===== src/design/bbse_map.svh =====
`ifndef BBSE_MAP_SVH
`define BBSE_MAP_SVH
// opcode fields
`define BBSE_REL_OP_HI       15
`define BBSE_REL_OP_LO       11
`define BBSE_REL_OPCODE      5'h1a
`define BBSE_SET_OP_HI       15
`define BBSE_SET_OP_LO       12
`define BBSE_SET_OPCODE      4'h8
`define BBSE_BIT_HI          11
`define BBSE_BIT_LO          9
`define BBSE_ACC_BIT         8
`define BBSE_FADDR_HI        7
`define BBSE_FADDR_LO        0
`define BBSE_OFS_HI          10
// indexed literal offset limit on the file address
`define BBSE_IDX_LIMIT       8'h5f
// instruction cycle lengths
`define BBSE_REL_CYCLES      2
`define BBSE_SET_CYCLES      1
// reset values
`define BBSE_CNT_RST         21'h00000
`define BBSE_Q_RST           2'h0
`endif


===== src/design/bbse_pkg.sv =====
package bbse_pkg;
    // quarter phases of one instruction cycle
    typedef enum logic [1:0] {
        BBSE_Q1,
        BBSE_Q2,
        BBSE_Q3,
        BBSE_Q4
    } bbse_q_e;
    // instruction class seen by the decoder
    typedef enum logic [1:0] {
        BBSE_OP_NONE,
        BBSE_OP_BRANCH,
        BBSE_OP_BITSET
    } bbse_op_e;
endpackage : bbse_pkg


===== src/design/bbse_decode.sv =====
`timescale 1ns/100ps
`default_nettype none
`include "bbse_map.svh"
module bbse_decode
    import bbse_pkg::*;
(
    input  wire logic [15:0]    instr_i,    // fetched instruction word
    output bbse_pkg::bbse_op_e  op_o,       // decoded class
    output logic signed [10:0]  offset_o,   // signed word offset
    output logic [2:0]          bit_o,      // bit index
    output logic                acc_o,      // bank-access flag
    output logic [7:0]          faddr_o     // file address
);
    // opcode match for the two supported instructions
    always_comb begin
        if (instr_i[`BBSE_REL_OP_HI:`BBSE_REL_OP_LO] == `BBSE_REL_OPCODE) begin
            op_o = BBSE_OP_BRANCH;
        end else if (instr_i[`BBSE_SET_OP_HI:`BBSE_SET_OP_LO] == `BBSE_SET_OPCODE) begin
            op_o = BBSE_OP_BITSET;
        end else begin
            op_o = BBSE_OP_NONE;
        end
    end
    // operand fields
    assign offset_o = $signed(instr_i[`BBSE_OFS_HI:0]);
    assign bit_o    = instr_i[`BBSE_BIT_HI:`BBSE_BIT_LO];
    assign acc_o    = instr_i[`BBSE_ACC_BIT];
    assign faddr_o  = instr_i[`BBSE_FADDR_HI:`BBSE_FADDR_LO];
endmodule // bbse_decode
`default_nettype wire


===== src/design/bbse_core.sv =====
`timescale 1ns/100ps
`default_nettype none
`include "bbse_map.svh"
// Function
// - branch opcode 11010 with 11-bit offset
// - target is incremented counter plus twice offset
// - branch takes two cycles, flags untouched
// - branch writes counter in Q4, then idles
// - bit-set opcode 1000, bit, access, address
// - set chosen bit, keep others and flags
// - access flag picks access or selected bank
// - indexed mode when a=0, extended, f<=95
// - bit-set is one cycle, write in Q4
module bbse_core
    import bbse_pkg::*;
#(
    parameter int CNT_W = 21  // program counter width
) (
    input  wire logic              clk_i,           // core clock, one quarter per edge
    input  wire logic              rst_n_i,         // asynchronous reset, active low
    input  wire logic [15:0]       instr_i,         // prefetched instruction word
    input  wire logic              instr_valid_i,   // instruction word present
    input  wire logic [3:0]        bank_select_register_i, // selected data bank
    input  wire logic              ext_set_en_i,    // extended instruction set enabled
    input  wire logic [11:0]       index_ptr_i,     // index pointer for literal offset
    input  wire logic [7:0]        file_rdata_i,    // register file read data
    output logic [CNT_W-1:0]       program_counter_o, // program counter
    output logic [11:0]            file_addr_o,     // register file address
    output logic                   file_rd_o,       // register file read strobe (Q2)
    output logic                   file_we_o,       // register file write strobe (Q4)
    output logic [7:0]             file_wdata_o,    // register file write data
    output logic                   flush_o,         // prefetch discarded (branch)
    output logic                   idle_o,          // second branch cycle, no operation
    output bbse_pkg::bbse_q_e      q_o              // current quarter
);
    // elaboration check: the counter must carry the doubled offset and be at most 32 bits wide
    if (CNT_W < 12 || CNT_W > 32) begin : g_bad_width
        $error("bbse_core: CNT_W out of range");
    end

    bbse_q_e            q;          // quarter phase
    logic               idle;       // no-operation cycle pending/active
    bbse_op_e           op;         // decoded class from the decoder
    bbse_op_e           cur_op;     // class latched at Q1
    logic signed [10:0] offset;     // decoded offset
    logic [2:0]         bit_idx;    // decoded bit index
    logic               acc;        // decoded access flag
    logic [7:0]         faddr;      // decoded file address
    logic signed [10:0] lit;        // literal captured in Q2
    logic signed [10:0] cur_ofs;    // offset latched with the word in Q1
    logic [CNT_W-1:0]   target;     // branch target computed in Q3
    logic [7:0]         mod_data;   // modified byte from Q3
    logic [2:0]         cur_bit;    // latched bit index
    logic [11:0]        ea;         // effective data address
    logic [11:0]        next_ea;    // address as computed from fields
    logic               indexed;    // indexed literal offset applies

    bbse_decode i_bbse_decode (
        .instr_i  (instr_i),
        .op_o     (op),
        .offset_o (offset),
        .bit_o    (bit_idx),
        .acc_o    (acc),
        .faddr_o  (faddr)
    );

    // quarter sequencer, four edges per instruction cycle
    always_ff @(posedge clk_i or negedge rst_n_i) begin
        if (!rst_n_i) begin
            q <= BBSE_Q1;
        end else begin
            unique case (q)
                BBSE_Q1: q <= BBSE_Q2;
                BBSE_Q2: q <= BBSE_Q3;
                BBSE_Q3: q <= BBSE_Q4;
                BBSE_Q4: q <= BBSE_Q1;
            endcase
        end
    end

    // indexed mode selection and address formation
    assign indexed = !acc && ext_set_en_i && (faddr <= `BBSE_IDX_LIMIT);
    always_comb begin
        if (indexed) begin
            next_ea = index_ptr_i + {4'h0, faddr};
        end else if (acc) begin
            next_ea = {bank_select_register_i, faddr};
        end else begin
            // access bank: low half maps to bank 0, upper half to bank f
            next_ea = {{4{faddr[7]}}, faddr};
        end
    end

    // decode in Q1: latch class and operands; an idle cycle decodes nothing
    always_ff @(posedge clk_i or negedge rst_n_i) begin
        if (!rst_n_i) begin
            cur_op  <= BBSE_OP_NONE;
            cur_bit <= 3'h0;
            cur_ofs <= 11'sh000;
            ea      <= 12'h000;
        end else if (q == BBSE_Q1) begin
            cur_op  <= (idle || !instr_valid_i) ? BBSE_OP_NONE : op;
            cur_bit <= bit_idx;
            // the next word may already stand on instr_i by Q2, so keep the offset now
            cur_ofs <= offset;
            ea      <= next_ea;
        end
    end

    // Q2 literal capture for branch
    always_ff @(posedge clk_i or negedge rst_n_i) begin
        if (!rst_n_i) begin
            lit <= 11'sh000;
        end else if (q == BBSE_Q2 && cur_op == BBSE_OP_BRANCH) begin
            lit <= cur_ofs;
        end
    end

    // Q3 processing: target address and modified byte
    always_ff @(posedge clk_i or negedge rst_n_i) begin
        if (!rst_n_i) begin
            target   <= CNT_W'(0);
            mod_data <= 8'h00;
        end else if (q == BBSE_Q3) begin
            // counter already incremented past this word
            target   <= program_counter_o + CNT_W'($signed({lit, 1'b0}));
            mod_data <= file_rdata_i | (8'h01 << cur_bit);
        end
    end

    // program counter: increment each cycle, branch write in Q4
    always_ff @(posedge clk_i or negedge rst_n_i) begin
        if (!rst_n_i) begin
            program_counter_o <= CNT_W'(`BBSE_CNT_RST);
        end else if (q == BBSE_Q4) begin
            if (cur_op == BBSE_OP_BRANCH) begin
                program_counter_o <= target;
            end else begin
                program_counter_o <= program_counter_o + CNT_W'(2);
            end
        end
    end

    // idle marker for the second branch cycle
    always_ff @(posedge clk_i or negedge rst_n_i) begin
        if (!rst_n_i) begin
            idle <= 1'b0;
        end else if (q == BBSE_Q4) begin
            idle <= (cur_op == BBSE_OP_BRANCH);
        end
    end

    // register file strobes and data (Q2 read, Q4 write)
    assign file_addr_o  = ea;
    assign file_rd_o    = (q == BBSE_Q2) && (cur_op == BBSE_OP_BITSET);
    assign file_we_o    = (q == BBSE_Q4) && (cur_op == BBSE_OP_BITSET);
    assign file_wdata_o = mod_data;
    assign flush_o      = (q == BBSE_Q4) && (cur_op == BBSE_OP_BRANCH);
    assign idle_o       = idle;
    assign q_o          = q;

    // assertions, one per guarded behaviour

    // a branch loads its computed target at its Q4 edge
    AST_CNT_BRANCH: assert property (@(posedge clk_i) disable iff (!rst_n_i)
        (q == BBSE_Q4 && cur_op == BBSE_OP_BRANCH) |=> program_counter_o == $past(target))
        else $error("branch did not load target");

    // the cycle after a branch is idle and executes nothing
    AST_REL_IDLE: assert property (@(posedge clk_i) disable iff (!rst_n_i)
        (q == BBSE_Q4 && cur_op == BBSE_OP_BRANCH) |=> idle ##1 cur_op == BBSE_OP_NONE)
        else $error("branch not followed by idle cycle");

    // the idle cycle lasts exactly one instruction cycle
    AST_IDLE_ONE: assert property (@(posedge clk_i) disable iff (!rst_n_i)
        (q == BBSE_Q4 && idle) |=> !idle)
        else $error("idle cycle longer than one cycle");

    // the discard pulse only comes in Q4
    AST_REL_Q4: assert property (@(posedge clk_i) disable iff (!rst_n_i)
        flush_o |-> q == BBSE_Q4)
        else $error("branch write outside Q4");

    // the counter only moves on a Q4 edge
    AST_CNT_HOLD: assert property (@(posedge clk_i) disable iff (!rst_n_i)
        (q != BBSE_Q4) |=> $stable(program_counter_o))
        else $error("counter moved outside Q4");

    // a word offered during the idle cycle is dropped
    AST_NO_SET_IN_IDLE: assert property (@(posedge clk_i) disable iff (!rst_n_i)
        (q == BBSE_Q1 && idle) |=> cur_op == BBSE_OP_NONE)
        else $error("prefetched word executed after branch");

    // no file strobe and no branch flush during the idle cycle; the counter still steps by two
    AST_IDLE_QUIET: assert property (@(posedge clk_i) disable iff (!rst_n_i)
        idle |-> (!file_rd_o && !file_we_o && !flush_o))
        else $error("activity during idle cycle");

    // read in Q2 is followed by the write in Q4
    AST_SET_SEQ: assert property (@(posedge clk_i) disable iff (!rst_n_i)
        file_rd_o |=> ##1 file_we_o)
        else $error("bit-set write not two quarters after read");

    // the file address stands for the whole cycle
    AST_SET_ADDR_HOLD: assert property (@(posedge clk_i) disable iff (!rst_n_i)
        (q != BBSE_Q1) |=> $stable(file_addr_o))
        else $error("file address moved inside a cycle");

    // written byte is the read byte with the chosen bit forced high
    AST_SET_BIT: assert property (@(posedge clk_i) disable iff (!rst_n_i)
        file_we_o |-> (file_wdata_o[cur_bit] && ((file_wdata_o | (8'h01 << cur_bit))
                      == ($past(file_rdata_i, 1) | (8'h01 << cur_bit)))))
        else $error("bit-set data wrong");

    // indexed literal offset address is pointer plus field
    AST_IDX_ADDR: assert property (@(posedge clk_i) disable iff (!rst_n_i)
        (q == BBSE_Q1 && indexed) |=> ea == $past(index_ptr_i) + {4'h0, $past(faddr)})
        else $error("indexed address wrong");

    // access flag set: bank comes from the bank select input
    AST_BANK_ADDR: assert property (@(posedge clk_i) disable iff (!rst_n_i)
        (q == BBSE_Q1 && acc) |=> ea[11:8] == $past(bank_select_register_i))
        else $error("bank select not applied");

    // access flag clear, not indexed: bank 0 or bank f by the top address bit
    AST_ACC_ADDR: assert property (@(posedge clk_i) disable iff (!rst_n_i)
        (q == BBSE_Q1 && !acc && !indexed) |=> ea[11:8] == {4{ea[7]}} && ea[7:0] == $past(faddr))
        else $error("access bank address wrong");

    // a bit-set steps the counter by one word
    AST_SET_CNT: assert property (@(posedge clk_i) disable iff (!rst_n_i)
        (q == BBSE_Q4 && cur_op == BBSE_OP_BITSET) |=> program_counter_o == $past(program_counter_o) + CNT_W'(2))
        else $error("bit-set disturbed counter");
endmodule // bbse_core
`default_nettype wire


===== config.mk =====
export PLATFORM = sky130hd
export DESIGN_NAME = bbse_core
export DESIGN_NICKNAME = d
export VERILOG_FILES = /design/src/design/bbse_pkg.sv /design/src/design/bbse_decode.sv /design/src/design/bbse_core.sv
export VERILOG_INCLUDE_DIRS = /design/src /design/src/design
export SDC_FILE = /design/constraint.sdc
export NUM_CORES = 1
export LEC_CHECK = 0
export ABC_AREA = 1
export ABC_CLOCK_PERIOD_IN_PS = 1860
export BUFFER_PORTS_ARGS = -buffer_cell sky130_fd_sc_hd__buf_4
export CORE_MARGIN = 5
export CORE_UTILIZATION = 52
export CTS_CLUSTER_SIZE = 20
export DETAILED_ROUTE_END_ITERATION = 8
export PLACE_DENSITY = 0.77
export SLEW_MARGIN = 20
export SYNTH_ARGS = -nofsm -noshare
export SYNTH_HDL_FRONTEND = slang
export SYNTH_SLANG_ARGS = --single-unit

===== constraint.sdc =====
create_clock -name clk_i -period 1.86 [get_ports clk_i]
set_clock_uncertainty 0.1 [all_clocks]
set_input_delay 0.465 -clock clk_i [delete_from_list [all_inputs] [get_ports clk_i]]
set_output_delay 0.465 -clock clk_i [all_outputs]
set_load 0.005 [all_outputs]

==> reports/qor.csv <==
metric,value,unit
initial core utilization,0.535,
CP endpoint kind,register,
Worst Max-Slew Pin Slew,420,ps
Syn Inst Count,825,
status,"finished, violations left",
WL final,17.9,mm
highest clock rate,0.508,GHz
core region area,10900,um2
R2R setup slack,-110,ps
Die H,116,um
H-tree levels,3,
Placed Area,7180,um2
clock latency on the worst-skew pair,350,ps
Clock Sinks,90,
HP Class,input port to register,
crit path DAT,2090,ps
antenna violations before repair,0,
Tcrit/Tclk final,1.06,
Layout Nets,1075,
CTS tree,yes,
vias per cell,5.43,
hold_sp,instr_i[9],
critical path class,register to register,
port bufs,90,
drt pass-1 iters,5,
vias in the first global route,5596,
CTS root buf,clkbuf_16,
top-area cell type share of the netlist area,0.385,
"Seq/Total Area, Yosys",0.385,
max-cap violations,0,
P_leak,4.29,nW
Final Setup Violations,6,
Vias,6190,
number of synthesis warnings,0,
drt initial violations,458,
Clock Tree Buf Depth,2,
WP data required,1980,ps
diode count,0,
crit path max fanout,5,
CP Launch Point,q_o[0],
die width,116,um
worst reg-to-reg path cell count,8,
synthesized cell area,5850,um2
post-synthesis register bit count,90,
Syn Area/Cell,7.10,um2
Power Dens Cells,766,nW/um2
RSZ-0062 raised after global routing,yes,
Pins Over Slew Limit,0,
Remaining DRCs,0,
P&R area growth vs syn,40.6,%
Crit Reg-Reg Endpoint,cur_op[1],
r2r startpoint,q_o[0],
HPWL Detailed,11.7,mm
top post-synthesis cells by area,"dfrtp_1, nand2_1, ha_1, inv_1, nand3_1",
die area,13500,um2
Hold WS,233,ps
Setup WS post-layout,-110,ps
worst hold stages,3,
"Design Area, Final",8230,um2
cts bufs inserted,9,
slew margin rel.,0.720,
final hold vios,0,
row cnt,38,
All-Layer GR Usage,0.242,
layout cell share with drive strength beyond 1,0.286,
drt wl/cell,15.7,um
I/O pin cnt,91,
"Clk pin slew, worst setup/hold paths",70,ps
peak supply drop,0.000639,V
Hold EP,cur_ofs[9],
cell taking the most area after synthesis,dfrtp_1,
Final min period,1970,ps
post-synth cell types,38,
Syn Nets,904,
crit start category,register,
pin count of the biggest net entering global routing,37,
failing checks,setup timing,
Final GP Congestion,0.935,
GRT overflow,0,
Detail Route Antenna Nets,0,
first-pass GRT wire length,25.8,mm
placed cells by master, fill, tap and decap left out, types with 12 or more instances in the layout:
master / count
a21oi_1: 29
o21ai_0: 45
ha_4: 19
ha_1: 13
dfrtp_1: 87
o21ai_1: 17
inv_1: 85
buf_4: 156
nor2_1: 54
nand2_2: 12
nand3_1: 51
nand2_1: 273
report_power, final:
group	total [W]	internal, W	switching [W]
combinational	0.00170	0.000853	0.000848
sequential	0.00241	0.00218	0.000233
clock	0.00219	0.00140	0.000792
total	0.00630	0.00443	0.00187
metal layers:
metal  wire [um]  vias to the layer above  track usage  part of all wire
met2        8770                      246        0.407              0.49
met3        1270                       48       0.0425             0.071
met5           0                        -            0                 0
met1        7360                     2888        0.313              0.41
met4         486                        0       0.0951             0.027
li1            -                     3008            -                 -
registers in the layout, summed over array words and instances, names as in the netlist:
name               cells
cur_bit                2
q_o                    2
target                21
cur_op                 2
program_counter_o     21
lit                   11
file_addr_o           12
idle_o                 1
file_wdata_o           8
cur_ofs               10
cells by family (layout without fill, tap and decap cells):
logic type | Yosys count | count (layout) | share of synthesized area
AO/OA/AOI/OAI | 118 | 118 | 0.108
XOR/XNOR | 19 | 19 | 0.0284
adder cells (fa/ha/maj) | 35 | 35 | 0.0774
buffers and inverters | 115 | 291 | 0.0759
flip-flops | 90 | 90 | 0.385
AND/OR/NAND/NOR | 448 | 448 | 0.325
worst max path at each step:
stage,endpoint,cells after the start
6_report,cur_op[1],8
5_1_grt,cur_op[1],8
4_1_cts,file_we_o,5
3_5_place_dp,file_addr_o[8],9
3_3_place_gp,file_addr_o[8],9
2_1_floorplan,target[17],10
synth_stat cells:
cell      count
a21boi_0      1
a21o_1        1
a21oi_1      37
a31oi_1       3
and2_1        3
and3_1        1
and3_2        1
buf_2         1
buf_4         1
buf_6         1
clkbuf_1     13
clkinv_1      1
dfrtp_1      90
fa_1          2
ha_1         33
inv_1        91
inv_2         7
nand2_1     287
nand2_2       2
nand3_1      61
nand3_2       1
nand3b_1      8
nand4_1      10
nor2_1       60
nor2_2        4
nor2_4        5
nor3_1        3
nor3_4        1
o211ai_1      7
o21ai_0      48
o21ai_1      14
o21bai_1      3
o221ai_1      1
o22ai_1       2
o32ai_1       1
or2_2         1
xnor2_1       9
xor2_1       10
worst max-delay path: stages (launching register included):
cell and delay, ps:
dfrtp_1 420, buf_6 150, buf_6 120, clkinvlp_4 130, ha_4 180, buf_12 130
buf_4 120, nand4_1 140, o32ai_1 360
stage by stage:
step	setup TNS [ps]	instances	total power, W	util	setup WS [ps]
CTS	-189	1128	0.00609	0.705	-95.4
finish	-330	1141	0.00630	0.753	-110
floorplan	0	825	0.00307	-	25.2
global placement	-340	1107	0.00377	0.657	-105
detailed placement	-836	1107	0.00381	0.657	-184
global route	-1340	1141	0.00659	0.753	-155
final cells by class:
cell class,instances,area (um2)
Clock inverter,5,108
Tap cell,140,175
Inverter,99,384
Fill cell,767,2710
Timing Repair inverter,1,5.00
Multi-Input combinational cell,620,3610
Clock buffer,11,253
Sequential cell,90,2260
Timing Repair Buffer,175,1440
timing repair:
item	in CTS	in global routing
buffers inserted	4	12
hold buffers	1	0
gates resized for setup	20	86
cloned	0	1
hold endpoints to repair	26	0
pin swaps	3	21
setup endpoints to repair	14	33
Note: power is estimated with default switching activity, not from simulation.
